$ cat config.mk
export PLATFORM = sky130hd
export DESIGN_NAME = dshcp_top
export DESIGN_NICKNAME = d
export VERILOG_FILES = /design/src/hdl/dshcp_pkg.sv /design/src/hdl/dshcp_strap.sv /design/src/hdl/dshcp_spi_slave.sv /design/src/hdl/dshcp_top.sv
export SDC_FILE = /design/constraint.sdc
export NUM_CORES = 1
export LEC_CHECK = 0
export BUFFER_PORTS_ARGS = -buffer_cell sky130_fd_sc_hd__buf_2
export CORE_MARGIN = 2
export CORE_UTILIZATION = 48
export DETAILED_ROUTE_END_ITERATION = 10
export PLACE_DENSITY = 0.7
export SETUP_SLACK_MARGIN = 0.3
export SLEW_MARGIN = 25
export SYNTH_ARGS = -nofsm -noshare
export SYNTH_HDL_FRONTEND = slang
export SYNTH_SLANG_ARGS = --single-unit
$ cat constraint.sdc
create_clock -name i_sys_clk -period 4 [get_ports i_sys_clk]
set_input_delay 0.6 -clock i_sys_clk [delete_from_list [all_inputs] [get_ports i_sys_clk]]
set_output_delay 0.6 -clock i_sys_clk [all_outputs]
set_load 0.01 [all_outputs]
$ cat src/hdl/dshcp_pkg.sv
// Constants and types shared by the dual serial host control port.
package dshcp_pkg;

  // ***********************************************************************
  // Strap levels and address
  // ***********************************************************************
  localparam logic       C_STRAP_SPI    = 1'b0;
  localparam logic       C_STRAP_I2C    = 1'b1;
  localparam logic [4:0] C_ADDR_UPPER   = 5'h19;
  localparam logic       C_RW_READ      = 1'b1;

  // ***********************************************************************
  // Counts and reset values
  // ***********************************************************************
  localparam logic [3:0] C_BITS_PER_BYTE = 4'h8;
  localparam logic [2:0] C_STATUS_BYTES  = 3'h4;
  localparam logic [6:0] C_ADDR_RESET    = 7'h00;
  localparam logic [7:0] C_BYTE_RESET    = 8'h00;

  // ***********************************************************************
  // I2C engine states
  // ***********************************************************************
  typedef enum logic [6:0] {
    ST_IDLE = 7'h01,
    ST_ADDR = 7'h02,
    ST_AACK = 7'h04,
    ST_WR   = 7'h08,
    ST_WACK = 7'h10,
    ST_RD   = 7'h20,
    ST_RACK = 7'h40
  } dshcp_state_t;

endpackage

$ cat src/hdl/dshcp_strap.sv
// Strap capture for protocol select and low address bits.
`timescale 1ns/1ps
module dshcp_strap
  import dshcp_pkg::*;
(
  // Clock and reset
  input  wire logic       i_sys_clk,
  input  wire logic       i_sys_rst,
  // Strap levels
  input  wire logic       i_mode_strap,
  input  wire logic       i_bit1_strap,
  input  wire logic       i_bit0_strap,
  // Captured values
  output logic            o_valid,
  output logic            o_i2c_mode,
  output logic [6:0]      o_addr
);

  logic       ok_q, ok_d;
  logic       mode_q, mode_d;
  logic [1:0] low_q, low_d;

  // Captured on the first edge after release, then frozen until reset.
  always_comb begin
    ok_d   = ok_q;
    mode_d = mode_q;
    low_d  = low_q;
    if (!ok_q) begin
      ok_d   = 1'b1;
      mode_d = (i_mode_strap == C_STRAP_I2C);
      low_d  = {i_bit1_strap, i_bit0_strap};
    end
  end

  always_ff @(posedge i_sys_clk or posedge i_sys_rst) begin
    if (i_sys_rst) begin
      ok_q   <= 1'b0;
      mode_q <= 1'b0;
      low_q  <= 2'h0;
    end else begin
      ok_q   <= ok_d;
      mode_q <= mode_d;
      low_q  <= low_d;
    end
  end

  assign o_valid    = ok_q;
  assign o_i2c_mode = mode_q;
  assign o_addr     = {C_ADDR_UPPER, low_q};

endmodule // dshcp_strap

$ cat src/hdl/dshcp_spi_slave.sv
// SPI slave engine for clock modes 0 and 3.
`timescale 1ns/1ps
module dshcp_spi_slave
  import dshcp_pkg::*;
(
  // Clock and reset
  input  wire logic       i_sys_clk,
  input  wire logic       i_sys_rst,
  // Link pins
  input  wire logic       i_en,
  input  wire logic       i_sclk,
  input  wire logic       i_mosi,
  input  wire logic       i_cs_n,
  output logic            o_miso,
  output logic            o_miso_oe,
  // Byte side
  input  wire logic [7:0] i_tx_byte,
  output logic            o_tx_take,
  output logic            o_start,
  output logic            o_rx_valid,
  output logic [7:0]      o_rx_byte
);

  logic       sclk_q, csn_q, oe_q, oe_d;
  logic [3:0] cnt_q, cnt_d;
  logic [7:0] shi_q, shi_d, sho_q, sho_d;
  logic       sel, rise, fall;

  assign sel  = i_en & ~i_cs_n;
  assign rise = i_sclk & ~sclk_q;
  assign fall = ~i_sclk & sclk_q;

  // Sample on rising edges, shift out on falling edges. In mode 3 the
  // first falling edge comes before any rising edge and is skipped.
  always_comb begin
    cnt_d      = cnt_q;
    shi_d      = shi_q;
    sho_d      = sho_q;
    oe_d       = oe_q;
    o_tx_take  = 1'b0;
    o_start    = 1'b0;
    o_rx_valid = 1'b0;
    o_rx_byte  = {shi_q[6:0], i_mosi};
    if (!sel) begin
      oe_d  = 1'b0;
      cnt_d = 4'h0;
    end else if (csn_q) begin
      sho_d     = i_tx_byte;
      o_tx_take = 1'b1;
      o_start   = 1'b1;
      oe_d      = 1'b1;
      cnt_d     = 4'h0;
    end else if (rise) begin
      shi_d = {shi_q[6:0], i_mosi};
      cnt_d = cnt_q + 4'h1;
      if (cnt_q == C_BITS_PER_BYTE - 4'h1) begin
        o_rx_valid = 1'b1;
      end
    end else if (fall && cnt_q != 4'h0) begin
      if (cnt_q == C_BITS_PER_BYTE) begin
        sho_d     = i_tx_byte;
        o_tx_take = 1'b1;
        cnt_d     = 4'h0;
      end else begin
        sho_d = {sho_q[6:0], 1'b0};
      end
    end
  end

  always_ff @(posedge i_sys_clk or posedge i_sys_rst) begin
    if (i_sys_rst) begin
      sclk_q <= 1'b0;
      csn_q  <= 1'b1;
      oe_q   <= 1'b0;
      cnt_q  <= 4'h0;
      shi_q  <= C_BYTE_RESET;
      sho_q  <= C_BYTE_RESET;
    end else begin
      sclk_q <= i_sclk;
      csn_q  <= i_cs_n | ~i_en;
      oe_q   <= oe_d;
      cnt_q  <= cnt_d;
      shi_q  <= shi_d;
      sho_q  <= sho_d;
    end
  end

  assign o_miso    = sho_q[7];
  assign o_miso_oe = oe_q;

endmodule // dshcp_spi_slave

$ cat src/hdl/dshcp_top.sv
// Host control port: SPI or I2C slave chosen by strap.
`timescale 1ns/1ps
module dshcp_top
  import dshcp_pkg::*;
(
  // Clock and reset
  input  wire logic        i_sys_clk,
  input  wire logic        i_sys_rst,
  // Strap and link pins
  input  wire logic        i_interface_select_strap,
  input  wire logic        i_sclk,
  input  wire logic        i_chip_select_n,
  input  wire logic        i_mosi,
  output logic             o_mosi,
  output logic             o_mosi_oe,
  input  wire logic        i_miso,
  output logic             o_miso,
  output logic             o_miso_oe,
  // Response source
  input  wire logic [31:0] i_status,
  input  wire logic [7:0]  i_rsp_data,
  output logic             o_rsp_take,
  // Command sink and state
  output logic [7:0]       o_cmd_data,
  output logic             o_cmd_valid,
  output logic             o_cmd_first,
  output logic             o_busy,
  output logic             o_i2c_mode,
  output logic [6:0]       o_dev_addr
);

  // ***********************************************************************
  // Straps
  // ***********************************************************************
  logic       strap_ok, i2c_mode;
  logic [6:0] dev_addr;

  dshcp_strap u_strap (
    .i_sys_clk    (i_sys_clk),
    .i_sys_rst    (i_sys_rst),
    .i_mode_strap (i_interface_select_strap),
    .i_bit1_strap (i_chip_select_n),
    .i_bit0_strap (i_miso),
    .o_valid      (strap_ok),
    .o_i2c_mode   (i2c_mode),
    .o_addr       (dev_addr)
  );

  // ***********************************************************************
  // Response byte selection
  // ***********************************************************************
  logic [2:0] rsp_cnt_q, rsp_cnt_d, rsp_idx;
  logic [7:0] tx_byte;
  logic       take;

  // Status goes out most significant byte first, so CTS leads.
  always_comb begin
    unique case (rsp_idx)
      3'h0:    tx_byte = i_status[31:24];
      3'h1:    tx_byte = i_status[23:16];
      3'h2:    tx_byte = i_status[15:8];
      3'h3:    tx_byte = i_status[7:0];
      default: tx_byte = i_rsp_data;
    endcase
  end

  // ***********************************************************************
  // SPI engine
  // ***********************************************************************
  logic       spi_en, spi_miso, spi_oe, spi_take, spi_start, spi_rx_v;
  logic [7:0] spi_rx;

  assign spi_en = strap_ok & ~i2c_mode;

  dshcp_spi_slave u_spi (
    .i_sys_clk  (i_sys_clk),
    .i_sys_rst  (i_sys_rst),
    .i_en       (spi_en),
    .i_sclk     (i_sclk),
    .i_mosi     (i_mosi),
    .i_cs_n     (i_chip_select_n),
    .o_miso     (spi_miso),
    .o_miso_oe  (spi_oe),
    .i_tx_byte  (tx_byte),
    .o_tx_take  (spi_take),
    .o_start    (spi_start),
    .o_rx_valid (spi_rx_v),
    .o_rx_byte  (spi_rx)
  );

  // ***********************************************************************
  // I2C engine
  // ***********************************************************************
  dshcp_state_t st_q, st_d;
  logic         scl_q, sda_q, oe_q, oe_d, rw_q, rw_d, ackd_q, ackd_d;
  logic [3:0]   cnt_q, cnt_d;
  logic [7:0]   sh_q, sh_d;
  logic         rise, fall, start, stop, i2c_on, i2c_rx_v, i2c_take;

  // SCL rides the SPI clock pin and SDA the MOSI pin.
  assign i2c_on = strap_ok & i2c_mode;
  assign rise   = i_sclk & ~scl_q;
  assign fall   = ~i_sclk & scl_q;
  assign start  = scl_q & i_sclk & sda_q & ~i_mosi;
  assign stop   = scl_q & i_sclk & ~sda_q & i_mosi;

  always_comb begin
    st_d     = st_q;
    cnt_d    = cnt_q;
    sh_d     = sh_q;
    oe_d     = oe_q;
    rw_d     = rw_q;
    ackd_d   = ackd_q;
    i2c_rx_v = 1'b0;
    i2c_take = 1'b0;
    if (!i2c_on || stop) begin
      st_d = ST_IDLE;
      oe_d = 1'b0;
    end else if (start) begin
      st_d  = ST_ADDR;
      cnt_d = 4'h0;
      oe_d  = 1'b0;
    end else begin
      unique case (st_q)
        ST_IDLE: begin
          oe_d = 1'b0;
        end
        ST_ADDR: begin
          if (rise) begin
            sh_d  = {sh_q[6:0], i_mosi};
            cnt_d = cnt_q + 4'h1;
          end else if (fall && cnt_q == C_BITS_PER_BYTE) begin
            if (sh_q[7:1] == dev_addr) begin
              st_d = ST_AACK;
              oe_d = 1'b1;
              rw_d = sh_q[0];
            end else begin
              st_d = ST_IDLE;
            end
          end
        end
        ST_AACK: begin
          if (fall) begin
            cnt_d = 4'h0;
            if (rw_q == C_RW_READ) begin
              st_d     = ST_RD;
              sh_d     = tx_byte;
              i2c_take = 1'b1;
              oe_d     = ~tx_byte[7];
            end else begin
              st_d = ST_WR;
              oe_d = 1'b0;
            end
          end
        end
        ST_WR: begin
          if (rise) begin
            sh_d  = {sh_q[6:0], i_mosi};
            cnt_d = cnt_q + 4'h1;
            if (cnt_q == C_BITS_PER_BYTE - 4'h1) begin
              i2c_rx_v = 1'b1;
            end
          end else if (fall && cnt_q == C_BITS_PER_BYTE) begin
            st_d = ST_WACK;
            oe_d = 1'b1;
          end
        end
        ST_WACK: begin
          if (fall) begin
            st_d  = ST_WR;
            oe_d  = 1'b0;
            cnt_d = 4'h0;
          end
        end
        ST_RD: begin
          if (rise) begin
            cnt_d = cnt_q + 4'h1;
          end else if (fall) begin
            if (cnt_q == C_BITS_PER_BYTE) begin
              st_d = ST_RACK;
              oe_d = 1'b0;
            end else begin
              sh_d = {sh_q[6:0], 1'b0};
              oe_d = ~sh_q[6];
            end
          end
        end
        ST_RACK: begin
          if (rise) begin
            ackd_d = ~i_mosi;
          end else if (fall) begin
            cnt_d = 4'h0;
            if (ackd_q) begin
              st_d     = ST_RD;
              sh_d     = tx_byte;
              i2c_take = 1'b1;
              oe_d     = ~tx_byte[7];
            end else begin
              st_d = ST_IDLE;
            end
          end
        end
        default: begin
          st_d = ST_IDLE;
          oe_d = 1'b0;
        end
      endcase
    end
  end

  always_ff @(posedge i_sys_clk or posedge i_sys_rst) begin
    if (i_sys_rst) begin
      st_q   <= ST_IDLE;
      scl_q  <= 1'b1;
      sda_q  <= 1'b1;
      oe_q   <= 1'b0;
      rw_q   <= 1'b0;
      ackd_q <= 1'b0;
      cnt_q  <= 4'h0;
      sh_q   <= C_BYTE_RESET;
    end else begin
      st_q   <= st_d;
      scl_q  <= i_sclk;
      sda_q  <= i_mosi;
      oe_q   <= oe_d;
      rw_q   <= rw_d;
      ackd_q <= ackd_d;
      cnt_q  <= cnt_d;
      sh_q   <= sh_d;
    end
  end

  // ***********************************************************************
  // Command stream and output registers
  // ***********************************************************************
  logic       first_q, first_d, frame;
  logic       cmd_v_d, busy_d;
  logic [7:0] cmd_d;

  assign frame = spi_start | (i2c_on & start);
  assign take  = spi_take | i2c_take;
  // An SPI frame loads its first byte in the cycle that opens it, before
  // the counter has been cleared, so the frame pulse forces index zero.
  assign rsp_idx = frame ? 3'h0 : rsp_cnt_q;

  always_comb begin
    cmd_v_d   = spi_rx_v | i2c_rx_v;
    cmd_d     = i2c_on ? {sh_q[6:0], i_mosi} : spi_rx;
    first_d   = first_q;
    rsp_cnt_d = rsp_cnt_q;
    if (frame) begin
      first_d   = 1'b1;
      rsp_cnt_d = 3'h0;
    end else if (cmd_v_d) begin
      first_d = 1'b0;
    end
    if (take && rsp_idx < C_STATUS_BYTES + 3'h1) begin
      rsp_cnt_d = rsp_idx + 3'h1;
    end
    busy_d = i2c_on ? (st_d != ST_IDLE) : (spi_en & ~i_chip_select_n);
  end

  // Take pulses for status bytes stay internal; the user only sees its
  // own data bytes being consumed.
  always_ff @(posedge i_sys_clk or posedge i_sys_rst) begin
    if (i_sys_rst) begin
      first_q     <= 1'b0;
      rsp_cnt_q   <= 3'h0;
      o_cmd_data  <= C_BYTE_RESET;
      o_cmd_valid <= 1'b0;
      o_cmd_first <= 1'b0;
      o_rsp_take  <= 1'b0;
      o_busy      <= 1'b0;
      o_mosi      <= 1'b0;
      o_miso      <= 1'b0;
      o_miso_oe   <= 1'b0;
      o_i2c_mode  <= 1'b0;
      o_dev_addr  <= C_ADDR_RESET;
    end else begin
      first_q     <= first_d;
      rsp_cnt_q   <= rsp_cnt_d;
      o_cmd_data  <= cmd_v_d ? cmd_d : o_cmd_data;
      o_cmd_valid <= cmd_v_d;
      o_cmd_first <= cmd_v_d & first_q;
      o_rsp_take  <= take & (rsp_idx >= C_STATUS_BYTES);
      o_busy      <= busy_d;
      o_mosi      <= 1'b0;
      o_miso      <= spi_miso;
      o_miso_oe   <= spi_oe;
      o_i2c_mode  <= i2c_mode;
      o_dev_addr  <= dev_addr;
    end
  end

  assign o_mosi_oe = oe_q;

  // ***********************************************************************
  // Assertions
  // ***********************************************************************
  property p_spi_no_sda;
    @(posedge i_sys_clk) disable iff (i_sys_rst)
      (strap_ok && !i2c_mode) |-> !o_mosi_oe;
  endproperty
  a_spi_no_sda: assert property (p_spi_no_sda)
    else $error("SDA driven in SPI mode");

  property p_i2c_no_miso;
    @(posedge i_sys_clk) disable iff (i_sys_rst)
      i2c_mode ##1 i2c_mode |-> !o_miso_oe;
  endproperty
  a_i2c_no_miso: assert property (p_i2c_no_miso)
    else $error("MISO strap pin driven in I2C mode");

  property p_miso_follows_cs;
    @(posedge i_sys_clk) disable iff (i_sys_rst)
      (spi_en && $rose(i_chip_select_n)) |-> ##2 !o_miso_oe;
  endproperty
  a_miso_follows_cs: assert property (p_miso_follows_cs)
    else $error("MISO still driven after deselect");

  property p_addr_compose;
    @(posedge i_sys_clk) disable iff (i_sys_rst)
      $rose(strap_ok) |-> dev_addr ==
        {C_ADDR_UPPER, $past(i_chip_select_n), $past(i_miso)};
  endproperty
  a_addr_compose: assert property (p_addr_compose)
    else $error("Device address not built from straps");

  property p_strap_hold;
    @(posedge i_sys_clk) disable iff (i_sys_rst)
      strap_ok |=> $stable(dev_addr) && $stable(i2c_mode);
  endproperty
  a_strap_hold: assert property (p_strap_hold)
    else $error("Strap values changed after capture");

  property p_ack_match;
    @(posedge i_sys_clk) disable iff (i_sys_rst)
      (st_q == ST_ADDR && st_d == ST_AACK) |-> sh_q[7:1] == dev_addr;
  endproperty
  a_ack_match: assert property (p_ack_match)
    else $error("Acknowledged a foreign address");

  property p_ack_len;
    @(posedge i_sys_clk) disable iff (i_sys_rst)
      (st_q == ST_WACK && i2c_on && fall) |=> !o_mosi_oe;
  endproperty
  a_ack_len: assert property (p_ack_len)
    else $error("Write acknowledge held past one clock");

  property p_sda_change_low;
    @(posedge i_sys_clk) disable iff (i_sys_rst)
      (i2c_on && $changed(o_mosi_oe)) |-> !$past(i_sclk);
  endproperty
  a_sda_change_low: assert property (p_sda_change_low)
    else $error("SDA drive changed while SCL high");

  property p_first_once;
    @(posedge i_sys_clk) disable iff (i_sys_rst)
      o_cmd_first |-> o_cmd_valid ##1 !o_cmd_first;
  endproperty
  a_first_once: assert property (p_first_once)
    else $error("Command flag on a non-leading byte");

  c_i2c_write: cover property (@(posedge i_sys_clk)
    st_q == ST_WACK && fall);
  c_i2c_read:  cover property (@(posedge i_sys_clk)
    st_q == ST_RACK && fall && ackd_q);
  c_spi_cmd:   cover property (@(posedge i_sys_clk)
    o_cmd_valid && o_cmd_first && !o_i2c_mode);
  c_user_rsp:  cover property (@(posedge i_sys_clk) o_rsp_take);

endmodule // dshcp_top

=== Word level (Yosys, flattened, before mapping) ===
Index checks and enable logic that the tools add are counted.

* ROM bits: 0
* Logic and storage cells: 222
* Memories: 0
* Input bits: 47
* Latch bits: 0
* RAM bits: 0
* Flip-flop bits (word level): 72

* Reductions and logical operators: 22
* Div/mod/pow operators: 0
* Equality and inequality tests: 43
* Multipliers: 0
* Shift-type cells: 0
* Bitwise operators: 33
* Muxes and demuxes: 91
* Add/subtract/negate cells: 3
* Magnitude comparators: 2

{| class="wikitable"
|+ Operators by type and width
! operator !! number
|-
| $mux 8 || 14
|-
| $mux 7 || 13
|-
| $pmux 8 s4 || 2
|-
| $pmux 7 s7 || 1
|-
| $ne 4x4->1 const B || 12
|-
| $mux 1 || 44
|-
| $mux 4 || 9
|-
| $reduce_and 12->1 || 2
|-
| $ne 2x2->1 const B || 8
|-
| $and 1x1->1 || 15
|-
| $not 1->1 || 14
|-
| $mux 6 || 2
|-
| $pmux 4 s3 || 1
|-
| $reduce_bool 4->1 || 3
|-
| $mux 3 || 3
|-
| $add 4x1->4 const B || 2
|-
| $eq 4x3->1 const B || 2
|-
| $eq 4x4->1 const B || 2
|-
| $ne 4x3->1 const B || 2
|-
| $reduce_and 4->1 || 2
|-
| $eq 7x1->1 const B || 1
|-
| $eq 7x2->1 const B || 1
|-
| $eq 7x3->1 const B || 1
|-
| $eq 7x4->1 const B || 1
|-
| other kinds (26) || 37
|}

=== Longest topological paths before layout ===
Gate-level depths: netlist of the first run.

* Depth in word-level cells: 15
* Gate-level depth with buffers: 14
* Gate-level depth less buffers: 12

=== Cells and area by module ===
From an unflattened synthesis of the first run, not the netlist that was laid out.

* Cells, all modules: 446
* Area total of the unflattened synthesis: 4484.3 µm²

{| class="wikitable"
|+ By module, submodules not included
! module !! cells each !! area each (µm²) !! seq. area each (µm²) !! instances
|-
| dshcp_top || 321 || 3096.7 || 1255.0 || 1
|-
| dshcp_spi_slave || 110 || 1204.9 || 551.8 || 1
|-
| dshcp_strap || 15 || 182.7 || 100.1 || 1
|}

=== Worst setup path after synthesis of the first run ===
No wires, ideal clock.

* Path type: input to register
* From: in i_chip_select_n
* To: reg sh_q[7]
* Stages on the path: 14
* Arrival time: 2.960 ns
* Required time: 3.875 ns
* Slack: 0.915 ns
* Buffers on the path: 2
* Cells stage by stage: nor3b_1 > inv_1 > clkbuf_1 > o22a_1 > nand2_1 > inv_1 > ha_1 > ha_1 > clkbuf_1 > a22oi_1 > nand2_1 > mux2i_1 > o21ai_0 > mux2_2

* Longest elaborated chain between the ends: 11

{| class="wikitable"
|+ Ends and longest elaborated chain
! element !! RTL line !! source
|-
| start, declared || dshcp_top.sv:12 || <nowiki>input wire logic i_chip_select_n,</nowiki>
|-
| $not 1->1 (*) || dshcp_spi_slave.sv:29 || <nowiki>assign sel = i_en & ~i_cs_n;</nowiki>
|-
| $and 1x1->1 (*) || dshcp_spi_slave.sv:29 ||
|-
| $mux 1 (*) || dshcp_spi_slave.sv:44 || <nowiki>if (!sel) begin</nowiki>
|-
| $or 1x1->1 (*) || dshcp_top.sv:240 || <nowiki>assign frame = spi_start | (i2c_on & start);</nowiki>
|-
| $mux 3 (*) || -- ||
|-
| $eq 3x2->1 (tied with other cells) || dshcp_top.sv:58 || <nowiki>unique case (rsp_idx)</nowiki>
|-
| $pmux 8 s4 (*) || dshcp_top.sv:58 ||
|-
| $mux 8 || dshcp_top.sv:193 || <nowiki>if (ackd_q) begin</nowiki>
|-
| $mux 8 || dshcp_top.sv:191 || <nowiki>end else if (fall) begin</nowiki>
|-
| $mux 8 || dshcp_top.sv:189 || <nowiki>if (rise) begin</nowiki>
|-
| $pmux 8 s4 (*) || dshcp_top.sv:124 || <nowiki>unique case (st_q)</nowiki>
|-
| end signal, assigned || dshcp_top.sv:220 || <nowiki>sh_q <= C_BYTE_RESET;</nowiki>
|-
| end signal, assigned || dshcp_top.sv:229 || <nowiki>sh_q <= sh_d;</nowiki>
|-
| end, declared || dshcp_top.sv:97 || <nowiki>logic [7:0] sh_q, sh_d;</nowiki>
|}

Every way passes the cells marked *; elsewhere a longest branch is shown, timed or not. The select of a mux whose other input is x is not followed.
A chain may end at the register's enable or synchronous reset.

==> metrics.txt, run 1 <==
layout cells sized above 1=23.2%; first-pass GRT wire length=16200 µm; crit start category=register; status=finished clean; top post-synthesis cells by count=nand2_1, dfrtp_1, nor2_1; Slew Limit Fails=0; clk_skew=10.2 ps; First-pass DRT Iterations=5; Mapped Cells=430; worst-case clock buffer depth=2; WS Path Type=reg2reg; actual slew at the worst max-slew pin=896 ps; clk root buf=clkbuf_8; total wire length=9800 µm; CTS tree=done; initial antenna violation count=0; met3 usage=5.61%; clk_lat worst skew=340 ps; Design Power=1870 µW; Max-cap violations=0; Worst Setup End Kind=register; Yosys top cell area share=42.1%; crit-path max FO=9; post-synth cell types=62; number of synthesized register bits=71; setup TNS=0 ps; via count=3437; io pins=71; period utilisation layout=81.2%; Core Area=8130 µm²; met2 Use GR=39.0%; RePlAce Congestion=0.887; Synthesis Warnings=0; RSZ-0062 raised after global routing=no; minimum clock period=3250 ps; Die Area=9040 µm²; # resized after CTS=0; Die Y=95.1 µm; Final ANT Viol Nets=0; vias per std cell=5.77; Final Hold Fails=0; Mean Syn Cell Area=9.26 µm²; clock-pin slew on the worst setup and hold paths=80 ps; Post-Syn Area=3980 µm²; dpl hpwl=7330 µm; DR iter-0 viols=245; crit path DAT=3480 ps; Synth area leaders=dfrtp_1, nand2_1, mux2_2, a22oi_1, ha_1; Rows=33; Post-synth EDFFs=0; Layout area overhead=14.3%; sequential fraction of the synthesis area=44.7%; Main synth FF type=dfrtp_1; count of buffers from port buffering=67; Die Wd=95.1 µm; PD cells=411 nW/µm²; initial core utilization=49.0%; Post-CTS Hold Buffers=0; CTS H-tree lvls=3; static leakage=0.00215 µW; Yosys top cell by area=dfrtp_1; TritonCTS buffer count=9; count leader, synth=nand2_1; # setup viols final=0; final non-filler cell total=596; Worst EP required=4230 ps; Post CTS Setup Buffer Count=0; global-route met1 utilization=30.3%; Inst Count DP=580; DRC Markers=0; Final nets=542; number of global-route vias before repair=3299; CTS sink cnt=71; most used routing layer in global routing=met2; global route overflow=0; drt wl/cell=16.4 µm; slew margin rel.=40.1%; Worst IR Drop VDD=0.272 mV; Ant. Diodes=0; asr flop ratio synth=100%; hold crit path type=in2async; Global Route Usage Sum=23.4%; Hold Slack=225 ps; largest net degree at the start of global routing=38; maximum clock rate=0.308 GHz
logic make-up (layout without fill, tap and decap cells):
group	Yosys count	after routing	share of synthesized area (%)
AO/OA/AOI/OAI	104	104	18.1
XOR/XNOR	9	9	1.98
adder cells (fa/ha/maj)	9	9	2.83
buffers and inverters	43	102	4.87
flip-flops	71	71	44.7
multiplexers	23	23	6.16
other	2	4	0.189
AND/OR/NAND/NOR	169	169	21.1
placed cells by master, fill, tap and decap left out, drive strengths merged, types with 9 or more instances in the layout:
master	n
o21ai	20
a22oi	16
dfrtp	67
mux2i	11
ha	9
a21oi	14
clkbuf	10
mux2	12
nor2	31
nand2	72
buf	74
inv	12
nand3	12
a31oi	11
power by group:
group | total [µW] | switching (µW) | internal, µW
clock | 563 | 277 | 286
sequential | 846 | 51.1 | 795
combinational | 463 | 266 | 197
total | 1870 | 594 | 1280
path summary, 6_finish.rpt:
path	startpoint	to	slack (ps)	depth (start not counted)
worst max-delay path	o_dev_addr[2]$_DFF_PP0_	sh_q[7]$_DFFE_PP0P_	750	12
worst min-delay path	i_sys_rst	o_cmd_data[0]$_DFFE_PP0P_	230	2
worst max register to register	o_dev_addr[2]$_DFF_PP0_	sh_q[7]$_DFFE_PP0P_	750	12
worst min register to register	u_spi.o_miso_oe$_DFFE_PP0P_	o_miso_oe$_DFF_PP0_	400	0
max in group asynchronous	i_sys_rst	sh_q[6]$_DFFE_PP0P_	2950	3
min in group i_sys_clk	u_spi.o_miso_oe$_DFFE_PP0P_	o_miso_oe$_DFF_PP0_	400	0
registers in the layout, indices dropped and copies added (netlist names), 2 cells and up:
| name | count |
|---|---|
| u_spi.cnt_q | 4 |
| o_cmd_data | 8 |
| u_spi.shi_q | 7 |
| u_spi.sho_q | 8 |
| rsp_cnt_q | 3 |
| cnt_q | 4 |
| u_strap.low_q | 2 |
| o_dev_addr | 3 |
| sh_q | 8 |
| st_q | 7 |
per-stage QoR:
stage               setup WS, ps  util (%)  area, µm²
floorplan                    915         -       3990
CTS                          756      55.9       4550
global placement             753      53.6       4360
finish                       754      55.9       4550
global route                 516      55.9       4550
detailed placement           581      53.6       4360
cell type report:
class / instances / area (µm²)
Fill cell: 759 / 3580
Multi-Input combinational cell: 318 / 2010
Sequential cell: 71 / 1780
Timing Repair Buffer: 74 / 388
Tap cell: 105 / 131
Clock buffer: 10 / 128
Clock inverter: 6 / 62.6
Inverter: 12 / 45.0
critical path: stages (launching register included):
cell and delay [ps]:
dfrtp_1 480, nor3b_1 540, inv_1 130, o22a_1 280, nand2_1 170, inv_1 100
ha_1 200, ha_1 290, a22oi_1 220, nand2_1 80, mux2i_1 250, o21ai_0 110
mux2_2 270
routing by layer:
metal	share of wire [%]	vias up	wire length, µm
li1	-	1639	-
met1	44	1699	4270
met2	50	83	4900
met3	4.8	16	473
met4	1.6	0	161
met5	0	-	0
Power figures use the tool's default switching activity.
==> run 2: changes to the inputs <==
ABC_AREA = 1   (was default)
clock period = 3.2 ns   (was 4 ns; I/O delays follow)
==> run 2 against run 1 <==
Effect of this change:
- via count up 7.4%
- highest routed layer unchanged
- critical endpoint is now o_mosi_oe$_DFFE_PP0P_
- clock skew down 3.4 ps
- critical path depth up 1
- power up 24%
- sequential power up 21%
- clock-buffer cell count unchanged
- routed wire length down 1.8%
- cell count up 24%
- synthesized cell count up 30%
- critical path type unchanged
==> metrics.txt, run 2 <==
status=finished clean; most frequent CP cell=nand2_1; clk_skew=6.89 ps; critical path, cell by cell=nand2_4 -> inv_2 -> nand3_2 -> nand2_1 -> nor2_2 -> inv_1 -> ha_1 -> a22o_1 -> o21ai_1 -> nand3_1 -> a21oi_1 -> nand2_1 -> nand2_1; initial antenna violation count=0; initial core utilization=49.1%; setup TNS=0 ps; final non-filler cell total=738; hold path cells=1; Yosys top cell by area=dfrtp_1; # setup viols final=0; main combinational cell family by area after synthesis=simple AND/OR/NAND/NOR gates; Mean Syn Cell Area=7.59 µm²; Crit Reg-Reg Endpoint=o_mosi_oe$_DFFE_PP0P_; DRC Markers=0; Fillers=831; Post-CTS Hold Buffers=0; crit start category=register; static leakage=0.00256 µW; period utilisation layout=79.2%; Slew Limit Fails=0; fraction of the mapped netlist area in adder cells=2.65%; clock-pin slew on the worst setup and hold paths=80 ps; Die Y=98.0 µm; largest registers=o_cmd_data: 8 flops, sh_q: 8 flops, u_spi.sho_q: 8 flops; count leader, synth=nand2_1; clk_lat worst skew=350 ps; total wire length=9620 µm; Ant. Diodes=0; Final ANT Viol Nets=0; CTS H-tree lvls=3; simple-gate share of the synthesized area=33.4%; worst-case clock buffer depth=2; RSZ-0062 raised after global routing=no; Yosys top cell area share=39.5%; Post-Syn Area=4240 µm²; cell count of the worst reg-to-reg path=13; CTS sink cnt=71; post-synthesis mux area share=0.265%; Main synth FF type=dfrtp_1; sequential fraction of the synthesis area=42.0%; RePlAce Congestion=0.888; Core Area=8640 µm²; vias per std cell=5.00; most frequent cells in the layout=nand2_1, inv_1, dfrtp_1, buf_2, nand3_1; maximum clock rate=0.394 GHz; Mapped Cells=559; PD cells=479 nW/µm²; number of synthesized register bits=71; Synthesis Warnings=0; Max-cap violations=0; Design Power=2320 µW; reg-to-reg startpoint=o_dev_addr[2]$_DFF_PP0_; WS Path Type=reg2reg; drt wl/cell=13.0 µm; Multi-input gate area=2030 µm²; Inst Count DP=722; Die Area=9600 µm²; global route overflow=0; hold crit path type=in2reg; HP Start=i_sclk; crit-path max FO=15; Hold Path End=scl_q$_DFF_PP1_; post-synthesis xor/xnor area fraction=0.413%; most common cell after layout, fill and taps aside=nand2_1; Max stage delay cell, worst path=dfrtp_1; Synth area leaders=dfrtp_1, nand2_1, nand3_1, inv_1, ha_1; Worst EP required=3490 ps; Rows=34; DR iter-0 viols=170; TritonCTS buffer count=9; Hold Slack=257 ps; crit path DAT=2820 ps; top post-synthesis cells by count=nand2_1, inv_1, dfrtp_1; First-pass DRT Iterations=5; via count=3690; asr flop ratio synth=100%; Final Hold Fails=0; minimum clock period=2540 ps; Worst IR Drop VDD=0.205 mV; Max stage delay on crit path=500 ps; Final nets=681; io pins=71; actual slew at the worst max-slew pin=880 ps; post-synth cell types=48; Die Wd=98.0 µm; flop2flop setup slack=660 ps; Global Route Usage Sum=21.4%; first-pass GRT wire length=16600 µm; number of global-route vias before repair=3586; count of buffers from port buffering=67; largest net degree at the start of global routing=72; dpl hpwl=7430 µm; Worst Setup End Kind=register; Compound-Gate Fraction of Synth Area=10.7%; Post-synth EDFFs=0; clk root buf=clkbuf_8; layout cells sized above 1=23.5%; CTS tree=done; Layout area overhead=14.0%; register area=1780 µm²; slew margin rel.=41.4%
run 2: layout make-up:
class,count,area share (%)
Timing Repair Buffer,70,7.40
Sequential cell,71,36.8
Multi-Input combinational cell,389,42.0
Inverter,84,6.65
Tap cell,108,2.79
Clock buffer,10,2.85
Clock inverter,6,1.42
run 2: cells by family after synthesis:
| logic type | count (synthesis) |
|---|---|
| compound gates | 74 |
| xor+xnor | 2 |
| fa+ha+maj | 9 |
| buf+inv | 101 |
| flops | 71 |
| mux | 1 |
| other cells | 2 |
| simple gates | 299 |
run 2: repair_timing:
action | in CTS | in global routing
resized for setup | 0 | 2
endpoints found under the setup margin | 0 | 14
buffers inserted | 0 | 0
run 2: worst max path at each step:
stage                                        from  slack (ps)  depth (start not counted)                    endpoint
after CTS                 o_dev_addr[2]$_DFF_PP0_         570                         13       o_mosi_oe$_DFFE_PP0P_
after detailed placement                   i_sclk         580                         14       o_mosi_oe$_DFFE_PP0P_
after floorplan                         i_sys_rst         930                          1          ackd_q$_DFFE_PP0P_
after global routing      o_dev_addr[2]$_DFF_PP0_         350                         17         sh_q[0]$_DFFE_PP0P_
after global placement                     i_sclk         690                         13  u_spi.sho_q[7]$_DFFE_PP0P_
final                     o_dev_addr[2]$_DFF_PP0_         660                         13       o_mosi_oe$_DFFE_PP0P_
run 2: stage by stage:
stage	utilization, %	area (µm²)	setup slack [ps]
final	56.0	4840	665
after global placement	53.5	4620	688
after global routing	56.0	4840	350
after floorplan	-	4250	929
after CTS	55.9	4830	572
after detailed placement	53.5	4620	576
run 2: metal layers:
| layer | track usage, % | routed length (µm) |
|---|---|---|
| met4 | 8.76 | 177 |
| met3 | 3.01 | 437 |
| met1 | 28.7 | 4500 |
| met2 | 35.1 | 4510 |
| met5 | 0 | 0 |
run 2: worst max-delay path: cells and delay by family, from the launching register on:
kind	cells	cell delay, ps
buf+inv	2	190
simple gates	7	860
flops	1	500
compound gates	3	580
fa+ha+maj	1	320
run 2: where the power goes:
| group | switching [µW] | internal [µW] | total [µW] |
|---|---|---|---|
| clock network | 363 | 384 | 746 |
| registers | 39.6 | 984 | 1020 |
| logic | 350 | 196 | 546 |
| total | 752 | 1560 | 2320 |
